**src/i2c_slot_defines.svh**
```systemverilog
`ifndef I2C_SLOT_DEFINES_SVH
`define I2C_SLOT_DEFINES_SVH

// Register offsets
`define REG_PARAM       8'h00
`define REG_FRAME       8'h01
`define REG_SLOT        8'h03
`define REG_LAST        8'h06

// Reset and fill values
`define PARAM_RESET     8'h00
`define READ_FILL       8'hff
`define SLOT_NONE       8'h00
`define SLOT_CRC        8'hff

// Frame buffer layout
`define FB_DEPTH        36
`define IDX_LEN         6'h00
`define IDX_STAT_LO     6'h01
`define IDX_STAT_HI     6'h02
`define RESULT_BASE     6'h03
`define RESULT_LEN      8'h12

// Slot sequence
`define SLOT_LAST       4'hf

// Serial bit counting
`define BYTE_BITS       4'h8
`define ACK_SLOT        4'h9

// Device type code, value arbitrary
`define DEV_TYPE_DEFAULT 4'h5

`endif

```
**src/i2c_slot_pkg.sv**
```systemverilog
package i2c_slot_pkg;

    typedef enum logic [2:0] {
        BUS_IDLE = 3'b000,
        BUS_DEV  = 3'b001,
        BUS_ADDR = 3'b011,
        BUS_WDAT = 3'b010,
        BUS_RDAT = 3'b110,
        BUS_IGN  = 3'b111
    } bus_state_t;

    typedef enum logic [2:0] {
        SEQ_IDLE = 3'b000,
        SEQ_CMD  = 3'b001,
        SEQ_WAIT = 3'b011,
        SEQ_STLO = 3'b010,
        SEQ_STHI = 3'b110
    } seq_state_t;

    typedef enum logic [1:0] {
        ANS_OK   = 2'b01,
        ANS_NONE = 2'b00,
        ANS_CRC  = 2'b10
    } ans_kind_t;

endpackage

```
**src/pin_sync.sv**
```systemverilog
`timescale 1ns/1ps
`default_nettype none

module pin_sync #(
    parameter int WIDTH = 1
) (
    input  wire logic             clk,
    input  wire logic             rst_n,
    input  wire logic [WIDTH-1:0] pin_in,
    output logic      [WIDTH-1:0] pin_out
);
    logic [WIDTH-1:0] meta_q;

    // Pins idle high on an open-drain bus
    always_ff @(posedge clk or negedge rst_n) begin
        if (!rst_n) begin
            meta_q  <= '1;
            pin_out <= '1;
        end else begin
            meta_q  <= pin_in;
            pin_out <= meta_q;
        end
    end
endmodule // pin_sync

`default_nettype wire

```
**src/slot_sequencer.sv**
```systemverilog
`timescale 1ns/1ps
`default_nettype none
`include "i2c_slot_defines.svh"

module slot_sequencer
    import i2c_slot_pkg::*;
(
    input  wire logic       clk,
    input  wire logic       rst_n,
    // Launch
    input  wire logic       start,
    output logic            busy,
    // Transceiver side
    output logic            cmd_stb,
    output logic [3:0]      cmd_num,
    input  wire logic       ans_stb,
    input  wire logic [1:0] ans_kind,
    input  wire logic [7:0] ans_id,
    // Result writes
    output logic            we,
    output logic [5:0]      widx,
    output logic [7:0]      wdata
);
    seq_state_t  state_q;
    logic [3:0]  slot_q;
    logic [15:0] status_q;

    always_ff @(posedge clk or negedge rst_n) begin
        if (!rst_n) begin
            state_q <= SEQ_IDLE;
            slot_q  <= 4'h0;
        end else begin
            unique case (state_q)
                SEQ_IDLE: if (start) begin
                    state_q <= SEQ_CMD;
                    slot_q  <= 4'h0;
                end
                SEQ_CMD:  state_q <= SEQ_WAIT;
                SEQ_WAIT: if (ans_stb) begin
                    if (slot_q == `SLOT_LAST) begin
                        state_q <= SEQ_STLO;
                    end else begin
                        slot_q  <= slot_q + 4'h1;
                        state_q <= SEQ_CMD;
                    end
                end
                SEQ_STLO: state_q <= SEQ_STHI;
                SEQ_STHI: state_q <= SEQ_IDLE;
                default:  state_q <= SEQ_IDLE;
            endcase
        end
    end

    always_ff @(posedge clk or negedge rst_n) begin
        if (!rst_n) begin
            status_q <= 16'h0000;
        end else if (state_q == SEQ_IDLE && start) begin
            status_q <= 16'h0000;
        end else if (state_q == SEQ_WAIT && ans_stb) begin
            status_q[slot_q] <= (ans_kind == ANS_OK);
        end
    end

    // Slot 0 carries the poll-all command, later numbers are slot advances
    assign cmd_stb = (state_q == SEQ_CMD);
    assign cmd_num = slot_q;
    assign busy    = (state_q != SEQ_IDLE);

    always_comb begin
        we    = 1'b0;
        widx  = `IDX_LEN;
        wdata = `RESULT_LEN;
        unique case (state_q)
            SEQ_IDLE: we = start;
            SEQ_WAIT: begin
                we   = ans_stb;
                widx = `RESULT_BASE + {2'b00, slot_q};
                if (ans_kind == ANS_OK) begin
                    wdata = ans_id;
                end else if (ans_kind == ANS_CRC) begin
                    wdata = `SLOT_CRC;
                end else begin
                    wdata = `SLOT_NONE;
                end
            end
            SEQ_STLO: begin
                we    = 1'b1;
                widx  = `IDX_STAT_LO;
                wdata = status_q[7:0];
            end
            SEQ_STHI: begin
                we    = 1'b1;
                widx  = `IDX_STAT_HI;
                wdata = status_q[15:8];
            end
            default: we = 1'b0;
        endcase
    end
endmodule // slot_sequencer

`default_nettype wire

```
**src/i2c_slot_top.sv**
```systemverilog
// Overview of operation
// - Trigger runs poll-all then slots 1-15
// - Valid answer: status one, identifier stored
// - No answer: status zero, byte 00h
// - CRC error: status zero, byte FFh
// - Every trigger sets byte 0 to 18
// - Status flags packed in bytes 1 and 2
// - Slot k identifier lands in byte k+3
// - Results read only through frame buffer
// - Reading trigger register returns FFh repeatedly
// - Select code: type code plus enable pins
// - Eighth select bit gives read or write
// - Matching select byte acknowledged on ninth bit
// - Mismatch: no acknowledge, back to standby
// - Nothing happens before a START
// - No bus response during radio exchange
// - STOP closes the current transfer
// - Read STOP after no-acknowledge gives standby
// - Write STOP after frame or trigger data launches the radio exchange
// - Each written byte acknowledged on ninth bit
// - Transmitter releases SDA, receiver pulls ninth
// - SDA sampled on rising SCL edge
// - Bytes shifted most significant bit first
// - Write: address byte then data bytes
// - Address above 06h: no acknowledge, deselect
`timescale 1ns/1ps
`default_nettype none
`include "i2c_slot_defines.svh"

module i2c_slot_top
    import i2c_slot_pkg::*;
#(
    parameter logic [3:0] DEV_TYPE = `DEV_TYPE_DEFAULT, // Arbitrary value
    parameter int         FB_DEPTH = `FB_DEPTH
) (
    // Clock and reset
    input  wire logic       CLK,
    input  wire logic       RST_N,
    // Serial bus
    input  wire logic       SCL_IN,
    input  wire logic       SDA_IN,
    output logic            SDA_OUT,
    output logic            SDA_OE_N,
    // Chip enable straps
    input  wire logic       SELECT_PIN_HI,
    input  wire logic       SELECT_PIN_MID,
    input  wire logic       SELECT_PIN_LO,
    // Slot commands to the transceiver
    output logic            SLOT_CMD_STB,
    output logic [3:0]      SLOT_CMD_NUM,
    input  wire logic       SLOT_ANS_STB,
    input  wire logic [1:0] SLOT_ANS_KIND,
    input  wire logic [7:0] SLOT_ANS_ID,
    // Frame exchange and configuration
    output logic            FRAME_TX_START,
    input  wire logic       FRAME_BUSY,
    output logic [7:0]      PARAM_OUT
);
    logic [4:0]  pins_s;
    logic        scl_s;
    logic        sda_s;
    logic [2:0]  sel_s;
    logic        scl_p_q;
    logic        sda_p_q;
    logic        start_c;
    logic        stop_c;
    logic        rise_c;
    logic        fall_c;
    logic        busy;
    logic        seq_busy;
    logic        seq_start;
    logic        seq_we;
    logic [5:0]  seq_widx;
    logic [7:0]  seq_wdata;
    bus_state_t  bus_q;
    logic [3:0]  bit_cnt_q;
    logic [7:0]  shift_q;
    logic [7:0]  tx_q;
    logic        pull_q;
    logic        rw_q;
    logic        mack_q;
    logic [7:0]  ptr_q;
    logic [5:0]  idx_q;
    logic        wr_seen_q;
    logic [7:0]  param_q;
    logic [7:0]  param_pend_q;
    logic        frame_tx_q;
    logic        byte_end_c;
    logic        ack_end_c;
    logic        dev_match;
    logic        addr_ok;
    logic        ack_c;
    logic        load_c;
    logic [7:0]  rd_byte;
    logic        host_we;
    logic [7:0]  fbuf_q [FB_DEPTH];

    localparam logic [5:0] IDX_WRAP = 6'(FB_DEPTH - 1);

    pin_sync #(
        .WIDTH (5)
    ) u_sync (
        .clk     (CLK),
        .rst_n   (RST_N),
        .pin_in  ({SELECT_PIN_HI, SELECT_PIN_MID, SELECT_PIN_LO, SDA_IN, SCL_IN}),
        .pin_out (pins_s)
    );

    assign scl_s = pins_s[0];
    assign sda_s = pins_s[1];
    assign sel_s = pins_s[4:2];

    always_ff @(posedge CLK or negedge RST_N) begin
        if (!RST_N) begin
            scl_p_q <= 1'b1;
            sda_p_q <= 1'b1;
        end else begin
            scl_p_q <= scl_s;
            sda_p_q <= sda_s;
        end
    end

    // Bus conditions; START watching stops during radio exchanges
    assign busy    = seq_busy | FRAME_BUSY;
    assign start_c = ~busy & scl_s & scl_p_q & sda_p_q & ~sda_s;
    assign stop_c  = scl_s & scl_p_q & ~sda_p_q & sda_s;
    assign rise_c  = scl_s & ~scl_p_q;
    assign fall_c  = ~scl_s & scl_p_q;

    assign byte_end_c = fall_c && bit_cnt_q == `BYTE_BITS;
    assign ack_end_c  = fall_c && bit_cnt_q == `ACK_SLOT;
    assign dev_match  = shift_q[7:1] == {DEV_TYPE, sel_s};
    assign addr_ok    = shift_q <= `REG_LAST;
    assign load_c     = (bus_q == BUS_DEV && rw_q) || (bus_q == BUS_RDAT && mack_q);

    always_comb begin
        unique case (bus_q)
            BUS_DEV:  ack_c = dev_match;
            BUS_ADDR: ack_c = addr_ok;
            BUS_WDAT: ack_c = 1'b1;
            default:  ack_c = 1'b0;
        endcase
    end

    // Trigger register is not readable, it only returns fill bytes
    always_comb begin
        if (ptr_q == `REG_PARAM) begin
            rd_byte = param_q;
        end else if (ptr_q == `REG_FRAME) begin
            rd_byte = fbuf_q[idx_q];
        end else begin
            rd_byte = `READ_FILL;
        end
    end

    always_ff @(posedge CLK or negedge RST_N) begin
        if (!RST_N) begin
            bus_q <= BUS_IDLE;
        end else if (busy) begin
            bus_q <= BUS_IDLE;
        end else if (start_c) begin
            bus_q <= BUS_DEV;
        end else if (stop_c) begin
            bus_q <= BUS_IDLE;
        end else if (byte_end_c) begin
            if (bus_q == BUS_DEV && !dev_match) begin
                bus_q <= BUS_IDLE;
            end else if (bus_q == BUS_ADDR && !addr_ok) begin
                bus_q <= BUS_IGN;
            end
        end else if (ack_end_c) begin
            unique case (bus_q)
                BUS_DEV:  bus_q <= rw_q ? BUS_RDAT : BUS_ADDR;
                BUS_ADDR: bus_q <= BUS_WDAT;
                BUS_RDAT: if (!mack_q) bus_q <= BUS_IGN;
                default:  bus_q <= bus_q;
            endcase
        end
    end

    always_ff @(posedge CLK or negedge RST_N) begin
        if (!RST_N) begin
            bit_cnt_q <= 4'h0;
        end else if (busy || start_c || stop_c || ack_end_c) begin
            bit_cnt_q <= 4'h0;
        end else if (rise_c && bus_q != BUS_IDLE && bus_q != BUS_IGN) begin
            if (bit_cnt_q < `BYTE_BITS) begin
                bit_cnt_q <= bit_cnt_q + 4'h1;
            end else begin
                bit_cnt_q <= `ACK_SLOT;
            end
        end
    end

    // Receive shifter, sampled on rising SCL
    always_ff @(posedge CLK or negedge RST_N) begin
        if (!RST_N) begin
            shift_q <= 8'h00;
        end else if (rise_c && bit_cnt_q < `BYTE_BITS) begin
            shift_q <= {shift_q[6:0], sda_s};
        end
    end

    always_ff @(posedge CLK or negedge RST_N) begin
        if (!RST_N) begin
            rw_q   <= 1'b0;
            mack_q <= 1'b0;
        end else begin
            if (byte_end_c && bus_q == BUS_DEV) begin
                rw_q <= shift_q[0];
            end
            if (rise_c && bit_cnt_q == `BYTE_BITS && bus_q == BUS_RDAT) begin
                mack_q <= ~sda_s;
            end
        end
    end

    // Transmit shifter
    always_ff @(posedge CLK or negedge RST_N) begin
        if (!RST_N) begin
            tx_q <= 8'h00;
        end else if (ack_end_c && load_c) begin
            tx_q <= rd_byte;
        end else if (rise_c && bus_q == BUS_RDAT && bit_cnt_q < `BYTE_BITS) begin
            tx_q <= {tx_q[6:0], 1'b0};
        end
    end

    // SDA pull-down, set on falling SCL, released on START, STOP or busy
    always_ff @(posedge CLK or negedge RST_N) begin
        if (!RST_N) begin
            pull_q <= 1'b0;
        end else if (busy || start_c || stop_c) begin
            pull_q <= 1'b0;
        end else if (byte_end_c) begin
            pull_q <= ack_c && bus_q != BUS_RDAT;
        end else if (ack_end_c) begin
            pull_q <= load_c && !rd_byte[7];
        end else if (fall_c && bus_q == BUS_RDAT && bit_cnt_q != 4'h0) begin
            pull_q <= ~tx_q[7];
        end
    end

    assign SDA_OUT  = 1'b0;
    assign SDA_OE_N = ~pull_q;

    // Register pointer and buffer index
    always_ff @(posedge CLK or negedge RST_N) begin
        if (!RST_N) begin
            ptr_q <= `REG_PARAM;
            idx_q <= 6'h00;
        end else if (byte_end_c && bus_q == BUS_ADDR && addr_ok) begin
            ptr_q <= shift_q;
            idx_q <= 6'h00;
        end else if (byte_end_c && bus_q == BUS_DEV && dev_match && shift_q[0]) begin
            idx_q <= 6'h00;
        end else if (ptr_q == `REG_FRAME && ((byte_end_c && bus_q == BUS_WDAT)
                     || (rise_c && bit_cnt_q == `BYTE_BITS && bus_q == BUS_RDAT && !sda_s))) begin
            idx_q <= (idx_q == IDX_WRAP) ? 6'h00 : idx_q + 6'h01;
        end
    end

    always_ff @(posedge CLK or negedge RST_N) begin
        if (!RST_N) begin
            wr_seen_q    <= 1'b0;
            param_pend_q <= `PARAM_RESET;
        end else if (start_c) begin
            wr_seen_q <= 1'b0;
        end else if (byte_end_c && bus_q == BUS_WDAT) begin
            wr_seen_q <= 1'b1;
            if (ptr_q == `REG_PARAM) begin
                param_pend_q <= shift_q;
            end
        end
    end

    // A write STOP with data to the trigger register launches the slot sequence
    assign seq_start = stop_c && bus_q == BUS_WDAT && wr_seen_q && ptr_q == `REG_SLOT;

    always_ff @(posedge CLK or negedge RST_N) begin
        if (!RST_N) begin
            param_q    <= `PARAM_RESET;
            frame_tx_q <= 1'b0;
        end else begin
            frame_tx_q <= stop_c && bus_q == BUS_WDAT && wr_seen_q && ptr_q == `REG_FRAME;
            if (stop_c && bus_q == BUS_WDAT && wr_seen_q && ptr_q == `REG_PARAM) begin
                param_q <= param_pend_q;
            end
        end
    end

    assign FRAME_TX_START = frame_tx_q;
    assign PARAM_OUT      = param_q;

    assign host_we = byte_end_c && bus_q == BUS_WDAT && ptr_q == `REG_FRAME;

    // Bus is ignored while the sequencer runs, so writers never collide
    for (genvar i = 0; i < FB_DEPTH; i++) begin : g_fbuf
        always_ff @(posedge CLK or negedge RST_N) begin
            if (!RST_N) begin
                fbuf_q[i] <= 8'h00;
            end else if (seq_we && seq_widx == 6'(i)) begin
                fbuf_q[i] <= seq_wdata;
            end else if (host_we && idx_q == 6'(i)) begin
                fbuf_q[i] <= shift_q;
            end
        end
    end

    slot_sequencer u_seq (
        .clk      (CLK),
        .rst_n    (RST_N),
        .start    (seq_start),
        .busy     (seq_busy),
        .cmd_stb  (SLOT_CMD_STB),
        .cmd_num  (SLOT_CMD_NUM),
        .ans_stb  (SLOT_ANS_STB),
        .ans_kind (SLOT_ANS_KIND),
        .ans_id   (SLOT_ANS_ID),
        .we       (seq_we),
        .widx     (seq_widx),
        .wdata    (seq_wdata)
    );
endmodule // i2c_slot_top

`default_nettype wire

```
**config.mk**
```make
export PLATFORM = sky130hd
export DESIGN_NAME = i2c_slot_top
export DESIGN_NICKNAME = d
export VERILOG_FILES = /design/src/i2c_slot_pkg.sv /design/src/pin_sync.sv /design/src/slot_sequencer.sv /design/src/i2c_slot_top.sv
export VERILOG_INCLUDE_DIRS = /design/src
export SDC_FILE = /design/constraint.sdc
export NUM_CORES = 1
export LEC_CHECK = 0
export ABC_AREA = 1
export BUFFER_PORTS_ARGS = -buffer_cell sky130_fd_sc_hd__clkbuf_2
export CAP_MARGIN = 0
export CORE_MARGIN = 8
export CORE_UTILIZATION = 28
export DETAILED_ROUTE_END_ITERATION = 8
export GPL_TIMING_DRIVEN = 0
export PLACE_DENSITY = 0.52
export SETUP_SLACK_MARGIN = 0.05
export SLEW_MARGIN = 30
export SYNTH_ARGS = -nofsm -noshare
export SYNTH_HDL_FRONTEND = slang
export SYNTH_SLANG_ARGS = --single-unit
export TNS_END_PERCENT = 5
```
**constraint.sdc**
```tcl
create_clock -name CLK -period 2.37 [get_ports CLK]
set_input_delay 0.237 -clock CLK [delete_from_list [all_inputs] [get_ports CLK]]
set_output_delay 0.237 -clock CLK [all_outputs]
set_load 0.005 [all_outputs]
```
* Word-level counts from Yosys, hierarchy flattened
Cells that the tools add are included.
** Word-level totals
- Register bits after elaboration :: 381
- Latch bits :: 0
- Bits in writable memories :: 0
- Bits in read-only memories :: 0
- Input port bits :: 19
- Output and inout bits :: 16
- Word-level logic and storage cells :: 471
- Memories kept :: 0
** Operators by class
- Add/subtract/negate cells :: 4
- $mul :: 0
- Divide/modulo/power cells :: 0
- Order comparisons :: 5
- Equality and inequality tests :: 93
- Shift operators :: 0
- Mux-type cells :: 121
- Bitwise gates (word level) :: 19
- Reductions and logical operators :: 173
** Operators by type and width (number)
- 2-to-1 mux 8 bit :: 80
- equality test 6 x 5 -> 1 bit (second input constant) :: 32
- logical AND 1 bit :: 107
- equality test 6 x 4 -> 1 bit (second input constant) :: 16
- nonzero test 2 bit :: 41
- binary-select mux 8 bit (select 6 bit) :: 1
- equality test 6 x 3 -> 1 bit (second input constant) :: 8
- equality test 6 bit (second input constant) :: 8
- 2-to-1 mux 3 bit :: 11
- 2-to-1 mux 16 bit :: 2
- equality test 6 x 2 -> 1 bit (second input constant) :: 4
- 2-to-1 mux 4 bit :: 6
- 2-to-1 mux 6 bit :: 4
- one-hot mux 8 bit (3 select lines) :: 1
- one-hot mux 6 bit (3 select lines) :: 1
- bitwise mux 16 bit :: 1
- equality test 3 x 2 -> 1 bit (second input constant) :: 4
- equality test 4 bit (second input constant) :: 3
- equality test 6 x 1 -> 1 bit (second input constant) :: 2
- logical NOT 6 bit :: 2
- one-hot mux 3 bit (4 select lines) :: 1
- bitwise AND 1 bit :: 9
- one-hot mux 3 bit (3 select lines) :: 1
- nonzero test 3 bit :: 3
- 39 further kinds :: 67

* Logic depth before layout (Yosys ltp)
Gate-level depths: netlist (run 1).
- Depth in word-level cells :: 11
- Mapped depth :: 15
- Gate-level depth less buffers :: 14

* By module
Synthesis (run 1) repeated with hierarchy kept, for this count alone.
** Second synthesis, totals
- Cells, all modules :: 2757
- Area, all modules :: 20996.4 µm²
** By module, submodules not included
- i2c_slot_top :: times used 1, cells an instance 2512, area an instance 19155.9 µm², seq. area each 8710.9 µm²
- slot_sequencer :: times used 1, cells an instance 235, area an instance 1577.8 µm², seq. area each 575.6 µm²
- pin_sync :: times used 1, cells an instance 10, area an instance 262.8 µm², seq. area each 262.8 µm²

* Least setup slack after synthesis (run 1)
Ideal clock, no wire load.
- Path type :: flip-flop to flip-flop
- From :: register idx_q[1]
- To :: register fbuf_q[153] in the netlist's numbering
- Data arrival time :: 2.369 ns
- Required time :: 2.232 ns
- Slack :: -0.136 ns
- Cell stages (with the launch flop) :: 13
- Clock period less this slack :: 2.506 ns
- Cells stage by stage :: dfrtp_1 -> clkbuf_1 -> inv_1 -> clkbuf_1 -> clkbuf_1 -> ha_1 -> inv_1 -> nor2_1 -> inv_1 -> nor3_2 -> inv_1 -> nand3_1 -> o211ai_1
** On the way
- Word-level cells in the longest chain between the ends :: 3
** RTL lines
- from (decl) :: RTL line i2c_slot_top.sv:83 : logic [5:0] idx_q;
- from (signal assigned) :: RTL line i2c_slot_top.sv:259 : idx_q <= (idx_q == IDX_WRAP) ? 6'h00 : idx_q + 6'h01;
- equality test 6 x 5 -> 1 bit :: RTL line i2c_slot_top.sv:304 : end else if (host_we && idx_q == 6'(i)) begin
- logical AND 1 bit :: RTL line i2c_slot_top.sv:304
- nonzero test 2 bit (no source line)
- to (signal, indexed assignment) :: RTL line i2c_slot_top.sv:303 : fbuf_q[i] <= seq_wdata;
- to (signal, indexed assignment) :: RTL line i2c_slot_top.sv:305 : fbuf_q[i] <= shift_q;
- to (decl) :: RTL line i2c_slot_top.sv:96 : logic [7:0] fbuf_q [FB_DEPTH];
Every way passes these cells.
A chain may end at the register's enable or synchronous reset.

* Worst setup path after layout (run 1)
- From :: register idx_q[0]
- To :: register tx_q[2]
** On the way
- Word-level cells in the longest chain between the ends :: 7
** RTL lines
- inverter 6 -> 7 bit (implied by the code) :: RTL line i2c_slot_top.sv:150 : rd_byte = fbuf_q[idx_q];
- binary-select mux 8 bit (select 6 bit) :: RTL line i2c_slot_top.sv:150
- 2-to-1 mux 8 bit (implied by the code) (2 in a row) :: RTL line i2c_slot_top.sv:150
- 2-to-1 mux 8 bit :: RTL line i2c_slot_top.sv:149 : end else if (ptr_q == `REG_FRAME) begin
- 2-to-1 mux 8 bit :: RTL line i2c_slot_top.sv:147 : if (ptr_q == `REG_PARAM) begin
- 2-to-1 mux 8 bit :: RTL line i2c_slot_top.sv:222 : end else if (ack_end_c && load_c) begin
- to (signal assigned) :: RTL line i2c_slot_top.sv:223 : tx_q <= rd_byte;
- to (signal assigned) :: RTL line i2c_slot_top.sv:225 : tx_q <= {tx_q[6:0], 1'b0};
- to (decl) :: RTL line i2c_slot_top.sv:78 : logic [7:0] tx_q;
Every way passes these cells. The select of a mux whose other input is x is not followed.

==> results of run 1 <==
-- layer usage --
metal | track usage (%) | vias to the layer above | part of all wire (%) | wire, um
met4 | 8.50 | 0 | 4.6 | 3950
met5 | 0 | - | 0 | 0
met3 | 3.95 | 245 | 9.8 | 8460
met1 | 28.5 | 9577 | 43 | 36700
li1 | - | 9082 | - | -
met2 | 30.7 | 1060 | 43 | 37000
-- state kept, by name, indices dropped and copies added (netlist names), 3 cells and up --
| register | count |
|---|---|
| shift_q | 8 |
| idx_q | 6 |
| bus_q | 3 |
| param_pend_q | 8 |
| u_sync.meta_q | 5 |
| tx_q | 8 |
| fbuf_q | 288 |
| u_seq.cmd_num | 4 |
| u_sync.pin_out | 5 |
| u_seq.state_q | 3 |
| u_seq.status_q | 16 |
| bit_cnt_q | 4 |
| PARAM_OUT | 8 |
| ptr_q | 8 |
-- cells in the mapped netlist --
| cell type | count |
|---|---|
| a22o_1 | 1 |
| clkbuf_1 | 120 |
| nand2_1 | 470 |
| o21ai_2 | 1 |
| o21ai_1 | 31 |
| o31ai_1 | 5 |
| mux2_2 | 9 |
| nor3_2 | 3 |
| o211a_1 | 1 |
| inv_2 | 17 |
| nand3_4 | 4 |
| nand4_1 | 36 |
| ha_1 | 11 |
| o2111ai_1 | 1 |
| nor3_1 | 14 |
| o22ai_1 | 31 |
| nand3_2 | 18 |
| buf_6 | 4 |
| clkinv_1 | 8 |
| conb_1 | 1 |
| nand3b_1 | 1 |
| nor2_4 | 6 |
| buf_4 | 1 |
| xor2_1 | 6 |
| a21oi_1 | 48 |
| inv_1 | 171 |
| buf_8 | 1 |
| a211oi_1 | 1 |
| nand2_2 | 4 |
| dfrtp_1 | 369 |
| buf_2 | 36 |
| nand3_1 | 250 |
| dfstp_2 | 12 |
| nor3_4 | 2 |
| o211ai_1 | 86 |
| xnor2_1 | 3 |
| buf_1 | 10 |
| nand2_4 | 1 |
| nor4_1 | 2 |
| nor2_2 | 13 |
| a22oi_1 | 8 |
| nand4_4 | 2 |
| nor2_1 | 182 |
| o21ai_0 | 552 |
| a31oi_1 | 1 |
-- how the worst min path moves through the flow --
stage,from,endpoint,slack (ns),cells after the start
after global placement,SDA_IN,u_sync.meta_q[1],0.32,1
final,SLOT_ANS_KIND[1],u_seq.status_q[15],0.09,4
after global routing,SLOT_ANS_KIND[1],u_seq.status_q[15],0.14,4
after detailed placement,RST_N,bus_q[1],0.22,1
after floorplan,RST_N,FRAME_TX_START,-0.06,0
after CTS,SLOT_ANS_KIND[1],u_seq.status_q[15],0.07,4
-- timing repair --
| action | CTS | global route |
|---|---|---|
| gates resized for setup | 347 | 374 |
| gates cloned | 1 | 8 |
| pin swaps | 25 | 53 |
| buffers inserted | 41 | 30 |
| endpoints found under the hold margin | 54 | 0 |
| setup endpoints to repair | 337 | 318 |
| hold buffers | 8 | 0 |
-- layout by cell type (no fill, tap or decap), types with 22 or more instances in the layout --
cell type	count
nand2_1	442
clkbuf_2	51
clkbuf_1	45
buf_4	78
clkbuf_16	53
o21ai_1	139
buf_6	53
clkbuf_8	22
o22ai_1	28
a21oi_1	47
nand3_1	223
inv_2	33
nor2_1	157
inv_1	146
dfrtp_1	365
o211ai_1	86
o21ai_0	428
nand3_4	28
nand4_1	36
nor2_4	31
-- worst min-delay path: cells and delay by family --
kind	cells	cell delay [ns]
AND/OR/NAND/NOR	1	0.06
AO/OA/AOI/OAI	2	0.24
buffers and inverters	1	0.09
-- where the power goes --
part / switching, uW / total [uW] / internal [uW]
Sequential: 50.7 / 6610 / 6560
Combinational: 849 / 1000 / 153
Clock: 2960 / 7270 / 4310
-- cells by family after synthesis --
family | Yosys count | synth area share, %
other | 1 | 0.0187
and+or+nand+nor | 1008 | 22.7
buffers and inverters | 368 | 7.34
adders and majority gates | 11 | 0.687
muxes | 9 | 0.506
AOI/OAI and AO/OA | 767 | 20.7
DFF | 381 | 47.6
xor gates and xnor gates | 9 | 0.393
-- per-stage QoR --
| step | std cells | setup WS [ns] | area [um^2] |
|---|---|---|---|
| 6_report | 3711 | -0.0556 | 25600 |
| 5_1_grt | 3711 | -0.0681 | 25600 |
| 4_1_cts | 3673 | -0.0449 | 24500 |
| 3_5_place_dp | 3542 | -1.13 | 21600 |
| 3_3_place_gp | 3537 | -8.02 | 21400 |
| 2_1_floorplan | 2554 | 0.0858 | 20100 |
-- final cells by class --
| cell class | instances | area share, % |
|---|---|---|
| multi-input combinational | 1805 | 38.6 |
| inverter | 196 | 3.09 |
| clock inverter | 16 | 0.749 |
| tap | 950 | 4.65 |
| clock buffer | 65 | 5.18 |
| sequential | 381 | 37.4 |
| timing repair buffer | 126 | 4.59 |
| buffer | 172 | 5.79 |
==> out/metrics.cfg, run 1 <==
[sta]
hold_viol=0
period_needed_ns=2.43
tightest_slew_ns=1.07
timing.final.ws_setup_ns=-0.0556
fin_worst_skew_ns=0.0295
fmaxAchievable_mhz=412
relSlewSlack_pct=28.7
fin_crit_sh_pct=102
slew_viol_final=0
fin_tns_setup_ns=-0.0903
hold_ws_ns=0.0876
finalSetupViolCount=3
rsz0062_at_grt=true

[synthesis]
yosysTopAreaCell=dfrtp_1
synth_nets=2584
synth.area.top_cells=dfrtp_1, o21ai_0, nand2_1
syn_area_um2=20000
synth_top_area_share_pct=46.1
ys_warn_count=0
syn_avg_cell_area_um2=7.85
seq_area_frac_synth_pct=47.6
synthDistinctLibCells=45
synth-seq-cells=381
netlist_instances=2554

[finish]
drive_above_1_share_pct=20.4
num_antenna_cells=0
multi_input_area_um2=9850
final_nets=2757
fin_util_pct=35.9
n_fill_cell=7343
ff_latch_area_um2=9550
syn_to_final_growth_pct=27.5

[clock_tree]
clock_latency_ns=0.59
h-tree-depth=2
cts.clk_slew.worst_paths_ns=0.06
cts_buffers=45
clock_sinks=381
cts_root_buf=clkbuf_16
tritoncts=done
clock_path_buffers=3

[critical_path]
r2r_slack_ns=-0.06
endpoint=tx_q[2]
start_kind=register
crit_path_cell_trace=buf_8 -> buf_6 -> buf_6 -> a21oi_1 -> o21ai_1 -> o21ai_0 -> nand2_1 -> nand4_1 -> nand2_1 -> nand3_2 -> o211ai_1 -> nand2_1
worstRegToRegCells=12
cp.required_ns=2.83
arrival_ns=2.89
r2r_start=idx_q[0]
cpPeakStageDelay_ns=0.42
crit_top_cell=nand2_1
crit_fanout=10
worst-setup-path-type=reg -> reg
reg2reg_to=tx_q[2]
cpLargestDelayFamily=simple AND/OR/NAND/NOR gates
critPathBufInv=3
slowest_stage=dfrtp_2
critPathCaptureType=register
startpoint=idx_q[0]
worst-path-stages=12

[routing]
drtIter0Drc=2557
vias_per_cell=5.38
vias=20000
drtPass1Iterations=8
antenna_left=0
finalWirelength_um=86100
wire_per_inst_um=23.2
drc_errors=0

[die]
design.core.area_um2=71200
io_pins=35
fp.dieW_um=284
rows=98
dieArea_um2=80400
die_height_um=284
initial_core_util_pct=28.1

[power]
peakVddDrop_mv=0.575
power.density_nw_per_um2=582
leakagePower_uw=0.0110
power_uw=14900

[global_routing]
grt_pass1_vias=18800
grt_use_total_pct=20.4
grt_max_degree=76
grt-ovfl-total=0
grt_pass1_wl_um=126000
antenna_found_initial=1

[run]
drv_cap=0

[run_status]
status=finished, violations left
violations=negative setup slack

[placed_design]
io_buffers=33
gp_congestion=1.02
dp_hpwl_um=60200

[worst_hold_path]
hp-class=in -> reg

No activity file was read; power rests on OpenSTA's default activity.
==> run 2, diff against run 1 <==
--- a/config.mk
+++ b/config.mk
@@ -15,6 +15,7 @@
 export GPL_TIMING_DRIVEN = 0
 export PLACE_DENSITY = 0.52
 export SETUP_SLACK_MARGIN = 0.05
+export SKIP_CTS_REPAIR_TIMING = 1
 export SLEW_MARGIN = 30
 export SYNTH_ARGS = -nofsm -noshare
 export SYNTH_HDL_FRONTEND = slang
==> out/metrics.cfg, run 2 (synthesis results as in run 1) <==
[run_status]
status=finished, violations left
violations=negative setup slack

[critical_path]
start_kind=register
slowest_stage=dfrtp_1
cp.required_ns=2.85
critPathCaptureType=register
arrival_ns=2.97
cpPeakStageDelay_ns=0.41
cpLargestDelayFamily=buffers and inverters
crit_path_cell_trace=buf_4 -> clkinv_4 -> buf_12 -> buf_12 -> ha_1 -> inv_1 -> nor2_2 -> inv_2 -> nor3_4 -> buf_4 -> buf_4 -> nand3_1 -> o211ai_1
worst-setup-path-type=reg -> reg
critPathBufInv=8
crit_fanout=11
crit_top_cell=buf_4

[clock_tree]
clock_sinks=381
tritoncts=done
cts.clk_slew.worst_paths_ns=0.06
clock_latency_ns=0.59
cts_root_buf=clkbuf_16
h-tree-depth=2
clock_path_buffers=3
cts_buffers=45

[routing]
antenna_left=0
drtPass1Iterations=6
drtIter0Drc=2299
vias=19700
vias_per_cell=5.32
finalWirelength_um=85000
drc_errors=0
wire_per_inst_um=23.0

[finish]
final_nets=2743
post-route-cell-area_um2=24800
final_cell_mix=o21ai_0, nand2_1, dfrtp_1
largest_reg_flops=288
reg.largest.list=fbuf_q x288, u_seq.status_q x16
drive_above_1_share_pct=18.9
mostFrequentLayoutCell=o21ai_0
num_antenna_cells=0
syn_to_final_growth_pct=23.6
top_register=fbuf_q

[die]
rows=98
fp.dieW_um=284
dieArea_um2=80400
design.core.area_um2=71200
io_pins=35
die_height_um=284
initial_core_util_pct=28.1

[global_routing]
grt-busiest-layer=met2
use_met3_pct=4.47
grt_pass1_vias=18300
grtUsageMet1_pct=28.0
grt_use_total_pct=20.2
grt_max_degree=76
antenna_found_initial=1
grt_pass1_wl_um=124000
use_met2_pct=30.7
grt-ovfl-total=0

[power]
power_uw=14900
peakVddDrop_mv=0.558
leakagePower_uw=0.0107
power.density_nw_per_um2=600

[sta]
tightest_slew_ns=1.09
fin_crit_sh_pct=105
finalSetupViolCount=51
period_needed_ns=2.49
timing.final.ws_setup_ns=-0.119
fin_worst_skew_ns=0.0301
relSlewSlack_pct=27.6
hold_viol=0
slew_viol_final=0
rsz0062_at_grt=true
fmaxAchievable_mhz=402

[placed_design]
gp_congestion=1.02
placedInstanceArea_um2=21600
dp_hpwl_um=60200
io_buffers=33

[run]
drv_cap=0

[worst_hold_path]
hp-class=in -> reg

[run 2: per-layer routing]
metal / wire length, um / share of wire (%)
met1: 37000 / 43
met2: 36800 / 43
met3: 8110 / 9.5
met4: 3090 / 3.6
met5: 0 / 0
[run 2: final timing paths]
kind | from | endpoint | slack [ns] | cells after the start
worst max-delay path | idx_q[1] | fbuf_q[144] | -0.12 | 13
worst min-delay path | SLOT_ANS_KIND[1] | u_seq.status_q[15] | 0.07 | 4
worst max register to register | idx_q[1] | fbuf_q[144] | -0.12 | 13
worst min register to register | u_sync.meta_q[0] | u_sync.pin_out[0] | 0.36 | 0
max in group asynchronous | RST_N | fbuf_q[148] | 0.99 | 4
min in group asynchronous | RST_N | bus_q[1] | 0.17 | 2
[run 2: layout make-up]
cell class                 instances  area, um^2
tap                              950        1190
inverter                         196         796
fill                            7388       46500
clock buffer                      65        1320
timing repair buffer             112         936
sequential                       381        9560
clock inverter                    16         191
multi-input combinational       1805        9600
buffer                           172        1190
[run 2: worst register-to-register path, cell delays in order (launching register included)]
cell and delay, ns:
dfrtp_1 0.41, buf_4 0.19, clkinv_4 0.11, buf_12 0.18
buf_12 0.16, ha_1 0.15, inv_1 0.11, nor2_2 0.18
inv_2 0.12, nor3_4 0.30, buf_4 0.18, buf_4 0.10
nand3_1 0.07, o211ai_1 0.14
[run 2: where the power goes]
group	internal (uW)	switching [uW]
registers	6560	52.1
logic	153	832
clock network	4310	2970
[run 2: through the flow]
stage	worst slack (ns)	utilization, %	std cells	TNS [ns]	hold WS [ns]
after detailed placement	-1.13	30.3	3542	-220.18	0.222
after CTS	-1.15	32.4	3623	-229.34	-0.410
after global routing	-0.162	34.8	3697	-14.53	0.128
after floorplan	0.0858	-	2554	0	-0.0586
after global placement	-8.02	30.1	3537	-3223.13	0.325
final	-0.119	34.8	3697	-2.02	0.0735
==> run 3, diff against run 2 <==
--- a/config.mk
+++ b/config.mk
@@ -9,7 +9,6 @@
 export ABC_AREA = 1
 export BUFFER_PORTS_ARGS = -buffer_cell sky130_fd_sc_hd__clkbuf_2
 export CAP_MARGIN = 0
-export CORE_MARGIN = 8
 export CORE_UTILIZATION = 28
 export DETAILED_ROUTE_END_ITERATION = 8
 export GPL_TIMING_DRIVEN = 0
@@ -20,4 +19,4 @@
 export SYNTH_ARGS = -nofsm -noshare
 export SYNTH_HDL_FRONTEND = slang
 export SYNTH_SLANG_ARGS = --single-unit
-export TNS_END_PERCENT = 5
+export TNS_END_PERCENT = 10
==> out/metrics.cfg, run 3 (synthesis results as in run 1) <==
[finish]
final_nets=2767
reg.largest.list=fbuf_q x288, u_seq.status_q x16
final_cell_mix=o21ai_0, nand2_1, dfrtp_1
mostFrequentLayoutCell=o21ai_0
num_antenna_cells=0
largest_reg_flops=288
drive_above_1_share_pct=20.0
fin_util_pct=35.9
syn_to_final_growth_pct=25.9
top_register=fbuf_q

[global_routing]
grt_use_total_pct=22.9
grt-ovfl-total=0
grt_pass1_wl_um=124000
grt_max_degree=75
grt_pass1_vias=18300
antenna_found_initial=0

[routing]
finalWirelength_um=86100
vias_per_cell=5.34
vias=19800
antenna_left=0
drtPass1Iterations=5
drtIter0Drc=2424
drc_errors=0
wire_per_inst_um=23.2

[placed_design]
io_buffers=33
dp_hpwl_um=60400
pre_cts_ws_ns=-1.23
gp_congestion=1.01

[worst_hold_path]
hp-class=in -> reg
hp-start=FRAME_BUSY

[critical_path]
critPathCaptureType=register
crit_path_cell_trace=inv_2 -> nor2_4 -> inv_2 -> nor2_4 -> inv_4 -> nor2_4 -> nand2_4 -> nor2_4 -> buf_12 -> nand2_8 -> buf_6 -> o21ai_1 -> o21ai_1 -> nand2_1
cpPeakStageDelay_ns=0.55
startpoint=scl_p_q
cp.required_ns=2.90
cpLargestDelayFamily=simple AND/OR/NAND/NOR gates
arrival_ns=3.06
crit_top_cell=nor2_4
crit_fanout=6
critPathBufInv=5
slowest_stage=dfstp_2
start_kind=register
worst-setup-path-type=reg -> reg
r2r_start=scl_p_q

[clock_tree]
h-tree-depth=2
cts_buffers=46
clock_sinks=381
clock_path_buffers=3
tritoncts=done
cts.clk_slew.worst_paths_ns=0.06
cts_root_buf=clkbuf_16
clock_latency_ns=0.62

[sta]
fin_crit_sh_pct=107
relSlewSlack_pct=31.8
rsz0062_at_grt=true
finalSetupViolCount=157
fin_worst_skew_ns=0.0390
slew_viol_final=0
hold_viol=2
period_needed_ns=2.53
fmaxAchievable_mhz=396
timing.final.ws_setup_ns=-0.158
tightest_slew_ns=1.02
hold_ws_ns=-0.0273

[run_status]
status=finished, violations left
violations=negative hold slack, negative setup slack

[run]
drv_cap=0

[power]
power_uw=15000
peakVddDrop_mv=0.445
power.density_nw_per_um2=595
leakagePower_uw=0.0109

[die]
fp.dieW_um=270
dieArea_um2=72700
io_pins=35
initial_core_util_pct=28.5
die_height_um=270
rows=97
design.core.area_um2=70400

[run 3: cell count changes in the layout (fill, tap and decap cells not counted), moves of 5 or more]
| cell | delta |
|---|---|
| o21ai_1 | +12 |
| o21ai_2 | +5 |
| nor2_4 | +5 |
| clkbuf_2 | +8 |
| buf_4 | +6 |
| buf_6 | -6 |
| o21ai_0 | -20 |
| nand2_4 | +5 |
| nor2_1 | -7 |
| clkbuf_4 | +9 |
| buf_8 | +5 |
| nand2_2 | -8 |
| buf_2 | -7 |
[run 3: area by class of cell]
cell class	count	area (um^2)
Fill cell	7388	45200
Multi-Input combinational cell	1806	9810
Sequential cell	381	9550
Clock buffer	67	1360
Buffer	171	1190
Tap cell	940	1180
Timing Repair Buffer	135	1170
Inverter	196	792
Clock inverter	14	180
[run 3: final timing paths]
check | end | slack [ns] | cells past startpoint
max in group asynchronous | fbuf_q[157] | 0.73 | 5
max | fbuf_q[261] | -0.16 | 14
min reg2reg | u_sync.pin_out[2] | 0.35 | 0
min in group asynchronous | bit_cnt_q[1] | 0.20 | 2
min | bus_q[1] | -0.03 | 4
max reg2reg | fbuf_q[261] | -0.16 | 14
[run 3: tightest hold or removal path, delay by kind of cell]
family	cells	cell delay, ns
and+or+nand+nor	2	0.12
buffers and inverters	1	0.09
AOI/OAI and AO/OA	1	0.06
[run 3: per-stage QoR]
stage / setup TNS [ns] / std cells / cell area, um^2
after floorplan: 0 / 2554 / 20100
after global placement: -3247.08 / 3527 / 21400
after detailed placement: -242.66 / 3533 / 21600
after CTS: -249.78 / 3614 / 23100
after global routing: -32.80 / 3710 / 25200
final: -8.54 / 3710 / 25200
[run 3: report_power, final]
group | internal [uW] | switching (uW)
Sequential | 6560 | 47.2
Combinational | 161 | 852
Clock | 4400 | 2980
Total | 11100 | 3880
[run 3: metal layers]
layer  vias to the layer above  track usage, %  wire, um  share of wire, %
li1                       9094               -         -                 -
met1                      9662            31.8     37600                44
met2                       858            34.2     37100                43
met3                       202            5.52      7940               9.2
met4                         0            8.31      3530               4.1
met5                         -               0         0                 0
